==> src/ttd_defs.svh <==
// Purpose: Register offsets, field positions and reset values of the tone detectors.
// Assumes: Registers are 16 bits wide and addressed by a 4-bit register index.
// Notes: Included by the detector and timing checker files; definitions only.
`ifndef TTD_DEFS_SVH
`define TTD_DEFS_SVH

// ----------------------------------------------------------------------------
// Register indices
// ----------------------------------------------------------------------------
`define TTD_OFF_DIGIT_DETECTOR_CONTROL 4'h0
`define TTD_OFF_DIGIT_TWIST_LIMIT 4'h1
`define TTD_OFF_DIGIT_MIN_LEVEL 4'h2
`define TTD_OFF_CALLING_TONE_CONTROL 4'h3
`define TTD_OFF_CALLING_TONE_MIN_LEVEL 4'h4
`define TTD_OFF_CALLING_TONE_MIN_BURST 4'h5
`define TTD_OFF_CALLING_TONE_RESOLUTION 4'h6
`define TTD_OFF_ATCTL 4'h7
`define TTD_OFF_ATCFG 4'h8
`define TTD_OFF_PROGRESS_TONE_CONTROL 4'h9
`define TTD_OFF_PROGRESS_MIN_TIMES 4'ha
`define TTD_OFF_PROGRESS_MAX_TIMES 4'hb
`define TTD_OFF_PROGRESS_MAX_DIFFERENCES 4'hc
`define TTD_OFF_PROGRESS_TRIGGER_CONFIG 4'hd
`define TTD_OFF_STATUS 4'he
`define TTD_NUM_CFG 14

// ----------------------------------------------------------------------------
// Field positions
// ----------------------------------------------------------------------------
`define TTD_EN 0
`define TTD_SRC 5:1
`define TTD_DD_ENF 1
`define TTD_DD_SRC 6:2
`define TTD_DD_CODE 11:7
`define TTD_AT_CODE 7:6
`define TTD_AT_MD 0
`define TTD_AT_DEV 1
`define TTD_AT_MIN 9:2
`define TTD_CPT_MD 1
`define TTD_CPT_SRC 6:2
`define TTD_LO8 7:0
`define TTD_HI8 15:8
`define TTD_TWIST 14:0
`define TTD_DIGIT_MIN_LEVEL 5:0
`define TTD_RES 3:0
`define TTD_CPT_NUM 2:0
`define TTD_CPT_MIN 10:3
`define TTD_CPT_SN 14:11

// ----------------------------------------------------------------------------
// Reset values and fixed constants
// ----------------------------------------------------------------------------
`define TTD_RST_REG 16'h0000
`define TTD_FULL_MASK 16'hffff
`endif

==> src/ttd_pkg.sv <==
// Purpose: Types shared by the tone detector files.
// Assumes: Measurement front ends deliver one result per processing tick.
// Notes: Nothing here holds a number of the register map.
package ttd_pkg;

	// Digit front-end result for the selected input.
	typedef struct packed {
		logic present;
		logic [1:0] row;
		logic [1:0] col;
		logic [5:0] level;
		logic [14:0] twist;
	} ttd_dd_meas_t;

	// Calling-tone band hits (low and high band) and band level.
	typedef struct packed {
		logic hit_lo;
		logic hit_hi;
		logic [15:0] level;
	} ttd_cng_meas_t;

	// Alert-tone hits with deviation class and level.
	typedef struct packed {
		logic hit_lo;
		logic hit_hi;
		logic dev_narrow;
		logic dev_wide;
		logic [7:0] level;
	} ttd_at_meas_t;

	// Call-progress band result.
	typedef struct packed {
		logic band;
		logic [7:0] level;
		logic [3:0] snr;
	} ttd_cpt_meas_t;

	// Status word flags.
	typedef struct packed {
		logic cpt;
		logic alert_detected_flag;
		logic cng;
		logic digit_valid_flag;
	} ttd_status_t;

	// Timing checker states, Gray coded along idle, burst, gap.
	typedef enum logic [1:0] {
		TTD_IDLE = 2'b00,
		TTD_BURST = 2'b01,
		TTD_GAP = 2'b11
	} ttd_cpt_state_t;
endpackage

==> src/ttd_tone_detectors.sv <==
// Purpose: Digit, calling-tone, alert-tone and call-progress detector control and results.
// Assumes: Front ends return per-tick measurements for the source each selects.
// Notes: Register port is the internal side of the serial control interface.
// Contract
// - Recognise all sixteen digit tone pairs.
// - Digit valid follows recognition, clears when disabled.
// - Valid pair writes 5-bit code into control.
// - Dial-tone filter path chosen by enable bit.
// - Each detector has enable and source select.
// - Twist and level limits gate digit reporting.
// - Calling tone uses 1100/1300 Hz bands.
// - Calling tone needs level and burst exceeded.
// - Calling tone input resolution reduced by parameter.
// - Calling-tone flag set on valid tone.
// - Alert detector watches 2130/2750 Hz tones.
// - Alert mode, deviation select, 8-bit level.
// - Alert detected sets flag and 2-bit code.
// - Progress detector watches 340-640 Hz band.
// - Raw mode reports band hits that pass level and noise ratio directly.
// - Cooked flag sets on burst after count.
// - Flag unchanged by reads, sticky until disabled.
// - Checker enforces burst, gap and difference limits.
// - Violation resets cycle count, restarts next burst.
// - Burst needs minimum level and noise ratio.
// - Controller reads status and results via port.
`timescale 1ns/1ps
`include "ttd_defs.svh"
module ttd_tone_detectors (
	input wire logic clk,
	input wire logic rst_n,
	input wire logic proc_tick,
	input wire logic reg_wr,
	input wire logic reg_rd,
	input wire logic [3:0] reg_addr,
	input wire logic [15:0] reg_wdata,
	output logic [15:0] reg_rdata,
	input wire ttd_pkg::ttd_dd_meas_t dd_raw,
	input wire ttd_pkg::ttd_dd_meas_t dd_filt,
	input wire ttd_pkg::ttd_cng_meas_t cng_meas,
	input wire ttd_pkg::ttd_at_meas_t at_meas,
	input wire ttd_pkg::ttd_cpt_meas_t cpt_meas,
	output logic [4:0] dd_src,
	output logic dial_tone_filter_enable,
	output logic [4:0] cng_src,
	output logic [4:0] at_src,
	output logic deviation_select,
	output logic [4:0] cpt_src,
	output ttd_pkg::ttd_status_t status
);
	// ------------------------------------------------------------------------
	// Register storage
	// ------------------------------------------------------------------------
	// Writable configuration words, indexed by register offset.
	logic [15:0] cfg_q [0:`TTD_NUM_CFG-1];
	// Bits that read back; reserved bits read as zero.
	localparam logic [15:0] RMASK [0:`TTD_NUM_CFG-1] = '{16'h007f, 16'h7fff, 16'h003f, 16'h003f,
		16'hffff, 16'hffff, 16'hffff, 16'h003f, 16'h03ff, 16'h007f, 16'hffff, 16'hffff, 16'hffff, 16'h7fff};
	logic [4:0] digit_tone_code_q; // Last recognised digit code.
	logic [1:0] alert_tone_code_q; // Last recognised alert combination.
	logic digit_valid_flag_q; // Digit currently recognised.
	logic cng_flag_q; // Calling tone detected.
	logic alert_detected_flag_q; // Alert tone detected.
	logic cpt_flag_q; // Call-progress tone detected.
	logic [15:0] cng_cnt_q; // Calling-tone burst length in ticks.
	logic [15:0] rdata_q; // Read data register.

	// Named views of the configuration words.
	logic dd_en;
	logic dd_enf;
	logic cng_en;
	logic at_en;
	logic cpt_en;
	logic cpt_raw;
	logic [15:0] dd_ctl;
	logic [15:0] at_ctl;
	logic [15:0] at_cfg;
	logic [15:0] cpt_tr;

	assign dd_ctl = cfg_q[`TTD_OFF_DIGIT_DETECTOR_CONTROL];
	assign at_ctl = cfg_q[`TTD_OFF_ATCTL];
	assign at_cfg = cfg_q[`TTD_OFF_ATCFG];
	assign cpt_tr = cfg_q[`TTD_OFF_PROGRESS_TRIGGER_CONFIG];
	assign dd_en = dd_ctl[`TTD_EN];
	assign dd_enf = dd_ctl[`TTD_DD_ENF];
	assign cng_en = cfg_q[`TTD_OFF_CALLING_TONE_CONTROL][`TTD_EN];
	assign at_en = at_ctl[`TTD_EN];
	assign cpt_en = cfg_q[`TTD_OFF_PROGRESS_TONE_CONTROL][`TTD_EN];
	// A set mode bit selects raw progress mode.
	assign cpt_raw = cfg_q[`TTD_OFF_PROGRESS_TONE_CONTROL][`TTD_CPT_MD];

	// Register writes; the status word and result fields ignore writes.
	always_ff @(posedge clk or negedge rst_n) begin
		if (!rst_n) begin
			for (int i = 0; i < `TTD_NUM_CFG; i++) begin
				cfg_q[i] <= `TTD_RST_REG;
			end
		end else if (reg_wr && reg_addr < 4'(`TTD_NUM_CFG)) begin
			cfg_q[reg_addr] <= reg_wdata;
		end
	end

	// Read data, one cycle after the read strobe; reading has no side effect.
	always_ff @(posedge clk or negedge rst_n) begin
		if (!rst_n) begin
			rdata_q <= `TTD_RST_REG;
		end else if (reg_rd) begin
			case (reg_addr)
				`TTD_OFF_DIGIT_DETECTOR_CONTROL: begin
					rdata_q <= (dd_ctl & RMASK[`TTD_OFF_DIGIT_DETECTOR_CONTROL]) | {4'h0, digit_tone_code_q, 7'h00};
				end
				`TTD_OFF_ATCTL: begin
					rdata_q <= (at_ctl & RMASK[`TTD_OFF_ATCTL]) | {8'h00, alert_tone_code_q, 6'h00};
				end
				`TTD_OFF_STATUS: begin
					// Flag positions: dtv bit 0, cng 1, alert 2, progress 3.
					rdata_q <= {12'h000, status};
				end
				default: begin
					if (reg_addr < 4'(`TTD_NUM_CFG)) rdata_q <= cfg_q[reg_addr] & RMASK[reg_addr];
					else rdata_q <= `TTD_RST_REG;
				end
			endcase
		end
	end

	// Control outputs, registered copies of the configuration fields.
	always_ff @(posedge clk or negedge rst_n) begin
		if (!rst_n) begin
			dd_src <= 5'h00;
			dial_tone_filter_enable <= 1'b0;
			cng_src <= 5'h00;
			at_src <= 5'h00;
			deviation_select <= 1'b0;
			cpt_src <= 5'h00;
		end else begin
			dd_src <= dd_ctl[`TTD_DD_SRC];
			dial_tone_filter_enable <= dd_enf;
			cng_src <= cfg_q[`TTD_OFF_CALLING_TONE_CONTROL][`TTD_SRC];
			at_src <= at_ctl[`TTD_SRC];
			deviation_select <= at_cfg[`TTD_AT_DEV];
			cpt_src <= cfg_q[`TTD_OFF_PROGRESS_TONE_CONTROL][`TTD_CPT_SRC];
		end
	end

	assign reg_rdata = rdata_q;
	assign status = '{cpt: cpt_flag_q, alert_detected_flag: alert_detected_flag_q, cng: cng_flag_q, digit_valid_flag: digit_valid_flag_q};

	// ------------------------------------------------------------------------
	// Digit detector
	// ------------------------------------------------------------------------
	ttd_pkg::ttd_dd_meas_t dd_m; // Result of the path in use.
	logic dd_ok; // Valid pair within limits.

	// The filtered path is used only while the filter is enabled.
	assign dd_m = dd_enf ? dd_filt : dd_raw;
	// Pairs with excess twist or low level are not reported.
	assign dd_ok = dd_m.present && dd_m.level >= cfg_q[`TTD_OFF_DIGIT_MIN_LEVEL][`TTD_DIGIT_MIN_LEVEL]
		&& dd_m.twist <= cfg_q[`TTD_OFF_DIGIT_TWIST_LIMIT][`TTD_TWIST];

	// Flag follows recognition each tick; code holds the last valid pair.
	always_ff @(posedge clk or negedge rst_n) begin
		if (!rst_n) begin
			digit_valid_flag_q <= 1'b0;
			digit_tone_code_q <= 5'h00;
		end else if (!dd_en) begin
			digit_valid_flag_q <= 1'b0;
		end else if (proc_tick) begin
			digit_valid_flag_q <= dd_ok;
			// All sixteen row and column pairs map to distinct codes.
			if (dd_ok) digit_tone_code_q <= {1'b0, dd_m.row, dd_m.col};
		end
	end

	// ------------------------------------------------------------------------
	// Calling-tone detector
	// ------------------------------------------------------------------------
	logic [15:0] cng_lvl; // Level after resolution reduction.
	logic cng_on; // Either band present above level.

	// Low bits are dropped as set by the resolution field.
	assign cng_lvl = cng_meas.level & (`TTD_FULL_MASK << cfg_q[`TTD_OFF_CALLING_TONE_RESOLUTION][`TTD_RES]);
	// The two bands are the 1100 Hz and 1300 Hz filters.
	assign cng_on = (cng_meas.hit_lo || cng_meas.hit_hi) && cng_lvl > cfg_q[`TTD_OFF_CALLING_TONE_MIN_LEVEL];

	// Burst length counts while the tone lasts; flag sets once it exceeds the minimum.
	always_ff @(posedge clk or negedge rst_n) begin
		if (!rst_n) begin
			cng_cnt_q <= 16'h0000;
			cng_flag_q <= 1'b0;
		end else if (!cng_en) begin
			cng_cnt_q <= 16'h0000;
			cng_flag_q <= 1'b0;
		end else if (proc_tick) begin
			if (!cng_on) cng_cnt_q <= 16'h0000;
			else if (cng_cnt_q != `TTD_FULL_MASK) cng_cnt_q <= cng_cnt_q + 16'h0001;
			if (cng_on && cng_cnt_q > cfg_q[`TTD_OFF_CALLING_TONE_MIN_BURST]) cng_flag_q <= 1'b1;
		end
	end

	// ------------------------------------------------------------------------
	// Alert-tone detector
	// ------------------------------------------------------------------------
	logic at_tones; // Required tones present for the mode.
	logic at_ok; // Valid alert tone.

	// A set mode bit asks for single tones; clear asks for both tones.
	assign at_tones = at_cfg[`TTD_AT_MD] ? (at_meas.hit_lo || at_meas.hit_hi) : (at_meas.hit_lo && at_meas.hit_hi);
	// Deviation select set allows 1.1 percent, clear allows 0.5 percent.
	assign at_ok = at_tones && (deviation_select ? at_meas.dev_wide : at_meas.dev_narrow)
		&& at_meas.level >= at_cfg[`TTD_AT_MIN];

	// Flag follows detection; code bit 0 is 2130 Hz, bit 1 is 2750 Hz.
	always_ff @(posedge clk or negedge rst_n) begin
		if (!rst_n) begin
			alert_detected_flag_q <= 1'b0;
			alert_tone_code_q <= 2'h0;
		end else if (!at_en) begin
			alert_detected_flag_q <= 1'b0;
		end else if (proc_tick) begin
			alert_detected_flag_q <= at_ok;
			if (at_ok) alert_tone_code_q <= {at_meas.hit_hi, at_meas.hit_lo};
		end
	end

	// ------------------------------------------------------------------------
	// Call-progress detector
	// ------------------------------------------------------------------------
	logic cpt_burst; // Band signal counts as a burst.
	logic cpt_hit; // Cooked-mode result of the timing checker.

	// Band is the 340 to 640 Hz filter; level and noise ratio must pass.
	assign cpt_burst = cpt_meas.band && cpt_meas.level >= cpt_tr[`TTD_CPT_MIN] && cpt_meas.snr >= cpt_tr[`TTD_CPT_SN];

	// Timing checker runs only in cooked mode; raw mode ignores the cycle count.
	ttd_cpt_timer #(.W(8), .NW(3)) u_timer (
		.clk(clk),
		.rst_n(rst_n),
		.en(cpt_en && !cpt_raw),
		.tick(proc_tick),
		.burst(cpt_burst),
		.min_burst_time(cfg_q[`TTD_OFF_PROGRESS_MIN_TIMES][`TTD_LO8]),
		.min_gap_time(cfg_q[`TTD_OFF_PROGRESS_MIN_TIMES][`TTD_HI8]),
		.max_burst_time(cfg_q[`TTD_OFF_PROGRESS_MAX_TIMES][`TTD_LO8]),
		.max_gap_time(cfg_q[`TTD_OFF_PROGRESS_MAX_TIMES][`TTD_HI8]),
		.burst_difference_limit(cfg_q[`TTD_OFF_PROGRESS_MAX_DIFFERENCES][`TTD_LO8]),
		.gap_difference_limit(cfg_q[`TTD_OFF_PROGRESS_MAX_DIFFERENCES][`TTD_HI8]),
		.num(cpt_tr[`TTD_CPT_NUM]),
		.hit(cpt_hit)
	);

	// Raw mode mirrors the burst per tick; cooked mode takes the sticky checker result.
	always_ff @(posedge clk or negedge rst_n) begin
		if (!rst_n) begin
			cpt_flag_q <= 1'b0;
		end else if (!cpt_en) begin
			cpt_flag_q <= 1'b0;
		end else if (cpt_raw) begin
			if (proc_tick) cpt_flag_q <= cpt_burst;
		end else begin
			cpt_flag_q <= cpt_hit;
		end
	end

	// ------------------------------------------------------------------------
	// Checks
	// ------------------------------------------------------------------------
	property p_dtv_off;
		@(posedge clk) disable iff (!rst_n) !dd_en |=> !status.digit_valid_flag;
	endproperty
	a_dtv_off: assert property (p_dtv_off) else $error("digit flag set while disabled");

	property p_dtv_code;
		@(posedge clk) disable iff (!rst_n) dd_en && proc_tick && dd_ok |=> status.digit_valid_flag
			&& digit_tone_code_q == {1'b0, $past(dd_m.row), $past(dd_m.col)};
	endproperty
	a_dtv_code: assert property (p_dtv_code) else $error("digit code not captured");

	property p_dtv_limits;
		@(posedge clk) disable iff (!rst_n) dd_en && proc_tick
			&& dd_m.twist > cfg_q[`TTD_OFF_DIGIT_TWIST_LIMIT][`TTD_TWIST] |=> !status.digit_valid_flag;
	endproperty
	a_dtv_limits: assert property (p_dtv_limits) else $error("digit reported beyond twist");

	property p_cng_cause;
		@(posedge clk) disable iff (!rst_n) $rose(status.cng) |-> $past(cng_cnt_q > cfg_q[`TTD_OFF_CALLING_TONE_MIN_BURST] && cng_on);
	endproperty
	a_cng_cause: assert property (p_cng_cause) else $error("calling flag without long burst");

	property p_at_code;
		@(posedge clk) disable iff (!rst_n) $rose(status.alert_detected_flag) |-> alert_tone_code_q != 2'h0;
	endproperty
	a_at_code: assert property (p_at_code) else $error("alert flag with empty code");

	property p_cpt_raw;
		@(posedge clk) disable iff (!rst_n) cpt_en && cpt_raw && proc_tick |=> status.cpt == $past(cpt_burst);
	endproperty
	a_cpt_raw: assert property (p_cpt_raw) else $error("raw progress flag wrong");

	property p_cpt_read;
		@(posedge clk) disable iff (!rst_n) status.cpt && cpt_en && !cpt_raw && reg_rd && !reg_wr |=> status.cpt;
	endproperty
	a_cpt_read: assert property (p_cpt_read) else $error("progress flag changed by read");
endmodule

==> src/ttd_cpt_timer.sv <==
// Purpose: Burst and gap timing checker of the call-progress detector.
// Assumes: Durations are counted in processing ticks.
// Notes: The hit output is sticky until the enable drops.
`timescale 1ns/1ps
`include "ttd_defs.svh"
module ttd_cpt_timer #(parameter int W = 8, parameter int NW = 3) (
	input wire logic clk,
	input wire logic rst_n,
	input wire logic en,
	input wire logic tick,
	input wire logic burst,
	input wire logic [W-1:0] min_burst_time,
	input wire logic [W-1:0] min_gap_time,
	input wire logic [W-1:0] max_burst_time,
	input wire logic [W-1:0] max_gap_time,
	input wire logic [W-1:0] burst_difference_limit,
	input wire logic [W-1:0] gap_difference_limit,
	input wire logic [NW-1:0] num,
	output logic hit
);
	ttd_pkg::ttd_cpt_state_t st_q; // Checker state.
	logic [W-1:0] len_q; // Length of the current burst or gap.
	logic [W-1:0] prevb_q; // Length of the previous burst.
	logic [W-1:0] prevg_q; // Length of the previous gap.
	logic hasb_q; // A previous burst exists.
	logic hasg_q; // A previous gap exists.
	logic [NW-1:0] cyc_q; // Completed cycles.
	logic was_burst_q; // Burst seen at the previous tick, so the tail of a rejected burst is not a new one.
	logic bok; // Finished burst is within its limits.
	logic gok; // Finished gap is within its limits.
	logic last; // The next cycle completes the programmed count.

	// Absolute difference of two lengths.
	function automatic logic [W-1:0] adiff(input logic [W-1:0] a, input logic [W-1:0] b);
		adiff = (a > b) ? a - b : b - a;
	endfunction

	assign bok = len_q >= min_burst_time && len_q <= max_burst_time && (!hasb_q || adiff(len_q, prevb_q) <= burst_difference_limit);
	assign gok = len_q >= min_gap_time && len_q <= max_gap_time && (!hasg_q || adiff(len_q, prevg_q) <= gap_difference_limit);
	assign last = ({1'b0, cyc_q} + 1'b1) == {1'b0, num};

	// ------------------------------------------------------------------------
	// Sequence tracking
	// ------------------------------------------------------------------------
	// A violation clears the history so that counting starts again.
	always_ff @(posedge clk or negedge rst_n) begin
		if (!rst_n) begin
			st_q <= ttd_pkg::TTD_IDLE;
			len_q <= '0;
			prevb_q <= '0;
			prevg_q <= '0;
			hasb_q <= 1'b0;
			hasg_q <= 1'b0;
			cyc_q <= '0;
			hit <= 1'b0;
			was_burst_q <= 1'b0;
		end else if (!en) begin
			// Disabling returns the checker to idle at once.
			st_q <= ttd_pkg::TTD_IDLE;
			hasb_q <= 1'b0;
			hasg_q <= 1'b0;
			cyc_q <= '0;
			hit <= 1'b0;
			was_burst_q <= 1'b0;
		end else if (tick) begin
			was_burst_q <= burst;
			case (st_q)
				ttd_pkg::TTD_IDLE: begin
					// A new sequence starts only on the rising edge of a burst.
					if (burst && !was_burst_q) begin
						st_q <= ttd_pkg::TTD_BURST;
						len_q <= W'(1);
						if (num == '0) hit <= 1'b1;
					end
				end
				ttd_pkg::TTD_BURST: begin
					if (burst && len_q != max_burst_time) begin
						len_q <= len_q + 1'b1;
					end else if (!burst && bok) begin
						st_q <= ttd_pkg::TTD_GAP;
						prevb_q <= len_q;
						hasb_q <= 1'b1;
						len_q <= W'(1);
					end else begin
						// Burst too short, too long or too different.
						st_q <= ttd_pkg::TTD_IDLE;
						hasb_q <= 1'b0;
						hasg_q <= 1'b0;
						cyc_q <= '0;
					end
				end
				ttd_pkg::TTD_GAP: begin
					if (!burst && len_q != max_gap_time) begin
						len_q <= len_q + 1'b1;
					end else if (burst && gok) begin
						// A cycle is complete; the new burst may set the flag.
						st_q <= ttd_pkg::TTD_BURST;
						prevg_q <= len_q;
						hasg_q <= 1'b1;
						len_q <= W'(1);
						if (last || hit) hit <= 1'b1;
						else cyc_q <= cyc_q + 1'b1;
					end else if (burst) begin
						// Bad gap: this burst becomes the first of a new sequence.
						st_q <= ttd_pkg::TTD_BURST;
						len_q <= W'(1);
						hasb_q <= 1'b0;
						hasg_q <= 1'b0;
						cyc_q <= '0;
					end else begin
						st_q <= ttd_pkg::TTD_IDLE;
						hasb_q <= 1'b0;
						hasg_q <= 1'b0;
						cyc_q <= '0;
					end
				end
				default: st_q <= ttd_pkg::TTD_IDLE;
			endcase
		end
	end

	property p_hit_sticky;
		@(posedge clk) disable iff (!rst_n) hit && en |=> hit;
	endproperty
	a_hit_sticky: assert property (p_hit_sticky) else $error("cooked flag fell while enabled");

	property p_hit_off;
		@(posedge clk) disable iff (!rst_n) !en |=> !hit && st_q == ttd_pkg::TTD_IDLE;
	endproperty
	a_hit_off: assert property (p_hit_off) else $error("checker not idle after disable");
endmodule

==> config.mk <==
export PLATFORM = sky130hd
export DESIGN_NAME = ttd_tone_detectors
export DESIGN_NICKNAME = d
export VERILOG_FILES = /design/src/ttd_pkg.sv /design/src/ttd_tone_detectors.sv /design/src/ttd_cpt_timer.sv
export VERILOG_INCLUDE_DIRS = /design/src
export SDC_FILE = /design/constraint.sdc
export NUM_CORES = 1
export LEC_CHECK = 0
export BUFFER_PORTS_ARGS = -buffer_cell sky130_fd_sc_hd__buf_2
export CAP_MARGIN = 20
export CORE_UTILIZATION = 61
export DETAILED_ROUTE_END_ITERATION = 10
export GPL_TIMING_DRIVEN = 0
export PLACE_DENSITY_LB_ADDON = 0.12
export SYNTH_ARGS = -nofsm -noshare
export SYNTH_HDL_FRONTEND = slang
export SYNTH_SLANG_ARGS = --single-unit
export TNS_END_PERCENT = 20
==> constraint.sdc <==
create_clock -name clk -period 5.2 [get_ports clk]
set_input_delay 0.78 -clock clk [delete_from_list [all_inputs] [get_ports clk]]
set_output_delay 0.78 -clock clk [all_outputs]
set_load 0.1 [all_outputs]
Word-level counts from Yosys, hierarchy flattened
Memory sizes are Yosys's and may differ from the RTL's.
Index checks and enable logic that the tools add are counted.
Widths: inputs -> output; s select.
{"block": "classes", "n_addsub": 8, "order_cmp": 18, "n_eq_ne": 29, "n_shift": 1, "muxes": 76, "bitwise": 7, "reduce_logical": 47}
{"operator": "$bwmux 224", "count": 1}
{"operator": "$mux 16", "count": 10}
{"operator": "$bmux 16 s4", "count": 1}
{"operator": "$demux 16 s4", "count": 1}
{"operator": "$mux 8", "count": 8}
{"operator": "$pmux 16 s3", "count": 1}
{"operator": "$mux 1", "count": 33}
{"operator": "$ne 3x3->1 const B", "count": 11}
{"operator": "$and 16x16->16", "count": 2}
{"operator": "$ge 8x8->1", "count": 4}
{"operator": "$gt 16x16->1", "count": 2}
{"operator": "$le 8x8->1", "count": 4}
{"operator": "$sub 8x8->8", "count": 4}
{"operator": "$mux 26", "count": 1}
{"operator": "$pmux 8 s3", "count": 1}
{"operator": "$logic_and 1x1->1", "count": 21}
{"operator": "$mux 3", "count": 7}
{"operator": "$reduce_and 5->1", "count": 4}
{"operator": "$add 16x1->16 const B", "count": 1}
{"operator": "$gt 8x8->1", "count": 2}
{"operator": "$ne 16x16->1 const B", "count": 1}
{"operator": "$ne 8x8->1", "count": 2}
{"operator": "$shl 16x4->16 const A", "count": 1}
{"operator": "$le 15x15->1", "count": 1}
{"operator": "other kinds (38)", "count": 62}
{"block": "word_totals", "regBits": 321, "mem_bits_ro": 256, "inputBits": 120, "output_inout_bits": 42, "wordCells": 224, "memories": 1}
{"name": "(no name shown)", "words": 16, "word_bits": 16, "read_ports": 1, "rd_ports_with_merged_regs": 0, "write_ports": 0, "line_no": "ttd_tone_detectors.sv:119", "rtl": "if (reg_addr < 4'(`TTD_NUM_CFG)) rdata_q <= cfg_q[reg_addr] & RMASK[reg_addr];"}

Longest topological paths before layout
Gate-level depths: netlist of the first run.
{"block": "depth", "word_depth": 11, "ltp_mapped": 22, "ltp_nobuf": 21}

Modules after synthesis
From an unflattened synthesis of the first run, not the netlist that was laid out.
{"block": "unflattened", "hier_cells": 1719, "hier_area_um2": 19037.0}
{"module": "ttd_tone_detectors", "instances": 1, "cells_per_inst": 1248, "area_each_um2": 14990.6, "seq_area_each_um2": 7131.8}
{"module": "ttd_cpt_timer", "instances": 1, "cells_per_inst": 471, "area_each_um2": 4046.4, "seq_area_each_um2": 825.8}

Worst setup path before layout of the first run
Ideal clock, no wire load.
{"block": "synth_timing", "kind": "register -> register", "from": "register u_timer.len_q[0]", "to": "register u_timer.prevb_q[5]", "setup_ps": 83, "arrival_time_ps": 4611, "required_time_ps": 5117, "setup_slack_ps": 507, "path_stages_with_launch": 22, "n_path_buf": 2, "period_less_slack_ps": 4693, "path_cell_list": "dfrtp_1 -> inv_1 -> ha_1 -> inv_1 -> fa_1 -> nand3_1 -> a21oi_1 -> o32ai_1 -> buf_2 -> mux2_2 -> o21ai_1 -> nor4b_1 -> a211oi_1 -> ha_1 -> nand4_1 -> a21oi_1 -> o31a_1 -> or4b_4 -> a211oi_4 -> buf_6 -> nand2_1 -> o21ai_0"}
{"block": "synth_via", "elab_chain_len": 7, "elab_cells_between_ends": 15, "cone_classes": "add/sub: 2; order compare: 4; eq/ne: 1; mux: 1; bitwise: 1; reduce/logical: 6"}
{"item": "start, declared", "line_no": "ttd_cpt_timer.sv:22", "rtl": "logic [W-1:0] len_q;"}
{"item": "start signal, assigned", "line_no": "ttd_cpt_timer.sv:78", "rtl": "len_q <= len_q + 1'b1;"}
{"item": "start signal, assigned", "line_no": "ttd_cpt_timer.sv:94", "rtl": "len_q <= len_q + 1'b1;"}
{"item": "$sub 8x8->8 / $gt 8x8->1 (equally long branches)", "line_no": "ttd_cpt_timer.sv:35", "rtl": "adiff = (a > b) ? a - b : b - a;"}
{"item": "$mux 8", "line_no": "ttd_cpt_timer.sv:35"}
{"item": "$le 8x8->1", "line_no": "ttd_cpt_timer.sv:38", "rtl": "assign bok = len_q >= min_burst_time && len_q <= max_burst_time && (!hasb_q || adiff(len_q, prevb_q) <= burst_ ..."}
{"item": "$logic_or 1x1->1", "line_no": "ttd_cpt_timer.sv:38"}
{"item": "$logic_and 1x1->1", "line_no": "ttd_cpt_timer.sv:38"}
{"item": "$logic_and 1x1->1", "line_no": "ttd_cpt_timer.sv:79", "rtl": "end else if (!burst && bok) begin"}
{"item": "$reduce_and 5->1 (no source line) (*)"}
{"item": "end signal, assigned", "line_no": "ttd_cpt_timer.sv:81", "rtl": "prevb_q <= len_q;"}
{"item": "end, declared", "line_no": "ttd_cpt_timer.sv:23", "rtl": "logic [W-1:0] prevb_q;"}
Every way passes the cells marked *; elsewhere a longest branch is shown, timed or not.
A chain may end at the register's enable or synchronous reset.

Final worst setup path of the first run
{"block": "layout_timing", "from": "register u_timer.len_q[0]", "to": "register u_timer.prevb_q[2]"}
The elaborated chain is that of the path after synthesis.

==> results of run 1 <==
[worst paths after layout]
check	slack, ps	endpoint	cells after the start
setup / recovery	170	u_timer.prevb_q[2]	21
hold / removal	230	dd_ctl[13]	1
setup reg to reg	170	u_timer.prevb_q[2]	21
hold reg to reg	400	at_src[4]	0
max in group asynchronous	3440	u_timer.cyc_q[0]	3
min in group clk	400	at_src[4]	0
[power by group through the flow]
stage	logic [mW]	clock network [mW]	registers (mW)
global placement	3.70	0	3.56
floorplan	2.51	0	3.78
detailed placement	3.85	0	3.58
CTS	3.91	2.84	3.54
global route	4.32	2.94	3.61
finish	3.95	2.83	3.57
[area by class of cell]
cell class	count	area [µm²]	share of cell area
inverter	167	630.6	0.02895
sequential	321	8034	0.3688
buffer	94	412.9	0.01895
antenna	1	2.502	0.0001149
clock inverter	21	277.8	0.01275
tap	396	495.5	0.02274
clock buffer	46	1042	0.04784
multi-input combinational	1221	9996	0.4588
timing repair buffer	165	893.4	0.04101
[registers in the layout, summed over array words and instances, names as in the netlist, 8 cells and up]
| signal | cells |
|---|---|
| cfg_q | 160 |
| u_timer.prevb_q | 8 |
| u_timer.len_q | 8 |
| at_ctl | 16 |
| at_cfg | 16 |
| cng_cnt_q | 16 |
| reg_rdata | 16 |
| cpt_tr | 16 |
| dd_ctl | 16 |
| u_timer.prevg_q | 8 |
[metal layers]
metal,vias up,share of wire,GRT usage
li1,6896,-,-
met1,7768,0.39,0.4764
met2,733,0.49,0.6187
met3,157,0.066,0.05776
met4,0,0.051,0.1984
met5,-,0,0
[timing repair]
item	CTS	global route
gates cloned	0	0
pin swaps	3	1
resized for setup	8	7
setup endpoints to repair	30	28
buffers inserted	4	1
hold buffers	0	0
[cells in the final DEF, fill, tap and decap left out, types with 16 or more instances in the layout]
cell type and instances:
a21o_1 28, a21oi_1 72, buf_2 168, clkbuf_1 70, clkbuf_16 39, dfrtp_1 320, ha_1 158, inv_1 164
mux2_2 180, mux2i_1 39, mux4_2 43, nand2_1 158, nand2b_1 16, nand3_1 23, nand4_1 25, nor2_1 67
nor2b_1 21, o21ai_0 154
[worst reg2reg max path: cells and delay by family (launching register included)]
family / cells / cell delay [ps]
AO/OA/AOI/OAI: 8 / 1400
AND/OR/NAND/NOR: 5 / 1150
adder cells (fa/ha/maj): 3 / 870
buffers and inverters: 4 / 680
flip-flops: 1 / 490
multiplexers: 1 / 350
[cell families after synthesis]
group / count (synthesis) / share of synthesized area
adder cells (fa/ha/maj): 162 / 0.1082
AND/OR/NAND/NOR: 373 / 0.09403
XOR/XNOR: 12 / 0.005528
multiplexers: 262 / 0.1780
buffers and inverters: 261 / 0.05448
flip-flops: 321 / 0.4224
AO/OA/AOI/OAI: 412 / 0.1373
==> run metrics, run 1 <==
ys async rst share=1.000; peak supply drop=0.0004249 V; Cells after DPL=around 2400; DRT Wirelength=58650 µm; Final Hold Violating Endpoints=0; CP Launch Type=flip-flop; DRC=0; Slew Limit Headroom=0.2064; GR Overflow Total=0; first-pass GRT wire length=88760 µm; remaining antenna violation count=0; final setup margin=171.6 ps; final setup TNS=0 ps; top cells by count, synth=dfrtp_1, mux2_2, inv_1, nand2_1, ha_1; CP endpoint kind=flip-flop; Mapped Area=roughly 19000 µm²; Ys Warns=0; Synth Instances=between 1500 and 2000; final net count=2289; iteration count of the initial detailed-routing pass=6; core area=30670 µm²; largest net degree at the start of global routing=121; area leader, netlist=dfrtp_1; maxcap violations=0; routed len/inst=24.11 µm; Pwr Density=475.2 nW/µm²; slew of the pin with the lowest slew margin=between 1000 and 1500 ps; Clk pin slew, worst setup/hold paths=60 ps; Layout area overhead=14.56%; clock tree buffer depth=3; fin util=0.7103; die area=31880 µm²; Yosys top cell area share=0.4224; I/O pin total=162; fin cells=2432; dpl hpwl=43480 µm; Avg Cell Area, Syn=10.55 µm²; H-tree Lvls=2; DP Area=roughly 20000 µm²; clock power share=0.274; worst-skew pair later-pin latency=530 ps; Arr. time, crit path=5470 ps; fmax=198.9 MHz; Initial Utilization=0.6200; Reg power frac=0.344; fill count=between 2000 and 2500; clock sinks=321; Pint=6.357 mW; via count=about 16000; largest stage delay on the critical path=590 ps; HP Class=in2async; Synthesized Nets=2085; flops & latches, synth=321; initial antenna violation count=0; Crit path max-delay family=compound AO/OA/AOI/OAI gates; number of synthesized flops with an enable pin=0; run status=finished clean; synth unique cells=79; Setup Crit Path Kind=reg2reg; Clock Skew=about 16 ps; GPL Wtd Cong=1.013; CP bufs+invs=4; Final Cycle Share=0.9670; clock root buffer=clkbuf_16; cell breakdown of the critical path=clkinvlp_4 > ha_1 > inv_1 > fa_1 > nand3_1 > a21oi_1 > o32ai_2 > buf_4 > mux2_2 > o21ai_1 > nor4b_1 > a211oi_1 > ha_1 > nand4_1 > a21oi_1 > o31a_1 > or4b_4 > a211oi_4 > buf_4 > nand2_1 > o21ai_1; number of placement rows=64; Via density=6.396; first-iteration detailed-routing DRC count=1680; hold_ws=225.5 ps; post-route cell area=approximately 22000 µm²; r2r startpoint=u_timer.len_q[0]; RSZ-0062 raised after global routing=yes; synth top area cells=dfrtp_1, mux2_2, ha_1; layout cell share with drive strength beyond 1=0.2452; CTS tree=done; final setup fails=0; sequential area share after synthesis=0.4224; slowest library cell on the worst path=or4b_4; leakage power=10.18 nW; most frequent cell after synthesis=dfrtp_1; Final Critical Period=5028 ps; vias in the first global route=15403; TritonCTS buffer count=37; die width=178.6 µm; Die Y=178.6 µm; switching pwr=3.995 mW; max-slew violations=0; CP Max Fanout=10; Logic pwr share=0.382; PnR Total Power=10.35 mW; pre-CTS setup slack=-843.5 ps; Global Route Usage Sum=0.3749; switch share=0.3859; port bufs=between 150 and 200; crit path launch=u_timer.len_q[0]; prevailing post-synth register cell=dfrtp_1; worst path required time=5640 ps
Note: power is estimated with default switching activity, not from simulation.
==> run 2: changes to the inputs <==
Settings changed: CELL_PAD_IN_SITES_DETAIL_PLACEMENT set to 1, CELL_PAD_IN_SITES_GLOBAL_PLACEMENT set to 1, CORE_UTILIZATION 61 to 48, SLEW_MARGIN set to 20.
==> run 2 against run 1 <==
  * Via count up 0.68%
  * Sequential share of layout area fell by 0.32 points
  * First-iteration DRC count is 35% lower
  * Power up 2.1%
  * Final area is 0.98% higher
  * Clock skew down 2.3 ps
  * Final cell count up 5.1%
  * Register-to-register slack better by 40 ps
  * Non-clock buffer count up 4
==> run metrics, run 2 (same netlist as run 1, synthesis figures left out) <==
Crit path max-delay family=compound AO/OA/AOI/OAI gates; Cells after DPL=about 2500; final setup TNS=0 ps; clock tree buffer depth=3; Final Cycle Share=0.9599; most frequent cells in the layout=dfrtp_1, mux2_2, buf_2; remaining antenna violation count=0; layout cell share with drive strength beyond 1=0.2499; worst path required time=5670 ps; routed len/inst=~27 µm; clock power share=0.267; Setup Crit Path Kind=reg2reg; post-route cell area=between 20000 and 25000 µm²; Initial Utilization=0.4898; initial antenna violation count=4; Final Critical Period=roughly 5000 ps; Arr. time, crit path=5460 ps; Pwr Density=480.6 nW/µm²; Layout area overhead=15.68%; ant diodes=0; Clock Skew=~14 ps; fmax=200.3 MHz; slowest library cell on the worst path=dfrtp_1; Clk pin slew, worst setup/hold paths=60 ps; GR Overflow Total=0; slew of the pin with the lowest slew margin=1197 ps; max-slew violations=0; CP Launch Type=flip-flop; leakage power=10.19 nW; commonest non-fill, non-tap cell in the layout=dfrtp_1; port bufs=158; I/O pin total=162; TritonCTS buffer count=37; cell breakdown of the critical path=ha_1 > o21ai_0 > nor2_1 > o32ai_2 > mux2_2 > a31oi_2 > o21ai_1 > nor4b_2 > a211oi_2 > ha_1 > nand4_1 > a21oi_1 > o31a_1 > or4b_4 > a211oi_4 > buf_4 > nand2_1 > o21ai_1; die width=201.0 µm; Global Route Usage Sum=0.3434; CTS Hold Buffers Added=0; DP Area=20550 µm²; CP bufs+invs=1; Final Hold Violating Endpoints=0; GPL Wtd Cong=0.9377; Via density=between 6 and 7; final net count=2293; CP Max Fanout=10; Largest register FFs=160; switching pwr=4.181 mW; maxcap violations=0; Pint=about 6.4 mW; CTS tree=done; Slew Limit Headroom=0.2018; CP endpoint kind=flip-flop; PnR Total Power=10.57 mW; largest net degree at the start of global routing=91; H-tree Lvls=2; switch share=0.3955; peak supply drop=approximately 0.00045 V; via count=15659; largest stage delay on the critical path=720 ps; Reg power frac=0.345; final setup fails=0; Logic pwr share=0.388; iteration count of the initial detailed-routing pass=5; number of placement rows=72; fill count=between 4000 and 5000; fin cells=2555; vias in the first global route=16742; DRT Wirelength=68260 µm; clock sinks=321; largest reg by FF count=cfg_q; dpl hpwl=50970 µm; die area=40420 µm²; hold_ws=213.9 ps; Die Y=201.0 µm; first-iteration detailed-routing DRC count=1093; first-pass GRT wire length=between 100000 and 150000 µm; HP Class=in2async; run status=finished clean; DRC=0; clock root buffer=clkbuf_16; core area=38830 µm²; worst-skew pair later-pin latency=560 ps
run 2: power by group through the flow:
| stage | clock network [mW] | registers (mW) | logic, mW |
|---|---|---|---|
| final | 2.82 | 3.64 | 4.10 |
| after global routing | 2.92 | 3.69 | 4.51 |
| after CTS | 2.84 | 3.63 | 4.02 |
| after detailed placement | 0 | 3.66 | 3.96 |
| after global placement | 0 | 3.62 | 3.75 |
| after floorplan | 0 | 3.78 | 2.51 |
run 2: layout make-up:
cell class / count / area, µm² / area share
multi-input cells: 1221 / 10030 / 0.4558
flip-flops and latches: 321 / 8043 / 0.3656
well taps: 518 / 648.1 / 0.02946
repair buffers: 169 / 943.4 / 0.04289
plain buffers: 94 / 415.4 / 0.01888
clock buffers: 50 / 1077 / 0.04897
inverters: 167 / 630.6 / 0.02867
clock inverters: 15 / 212.7 / 0.009670
run 2: metrics by stage:
stage,setup WS (ps),util
5_1_grt,-2.208,0.5665
6_report,208.7,0.5665
3_3_place_gp,-2939,0.5268
4_1_cts,5.299,0.5643
2_1_floorplan,506.7,-
3_5_place_dp,-766.0,0.5292
run 2: final timing paths:
kind | startpoint | to | slack (ps) | depth (start not counted)
setup / recovery | u_timer.len_q[7] | u_timer.prevb_q[7] | 210 | 18
hold / removal | rst_n | cfg_q[204] | 210 | 1
setup reg to reg | u_timer.len_q[7] | u_timer.prevb_q[7] | 210 | 18
hold reg to reg | cfg_q[163] | cng_src[2] | 430 | 0
max in group asynchronous | rst_n | at_ctl[14] | 3590 | 3
min in group clk | cfg_q[163] | cng_src[2] | 430 | 0
run 2: what timing repair did:
item,in CTS,in global routing
pin swaps,2,6
hold endpoints to repair,0,0
buffers inserted,4,4
resized for setup,11,16
setup endpoints to repair,32,30
run 2: metal layers:
| metal | global-route usage | wire [µm] |
|---|---|---|
| met1 | 0.4314 | 27390 |
| met2 | 0.5722 | 33350 |
| met3 | 0.05795 | 3880 |
| met4 | 0.1723 | 3639 |
| met5 | 0 | 0 |
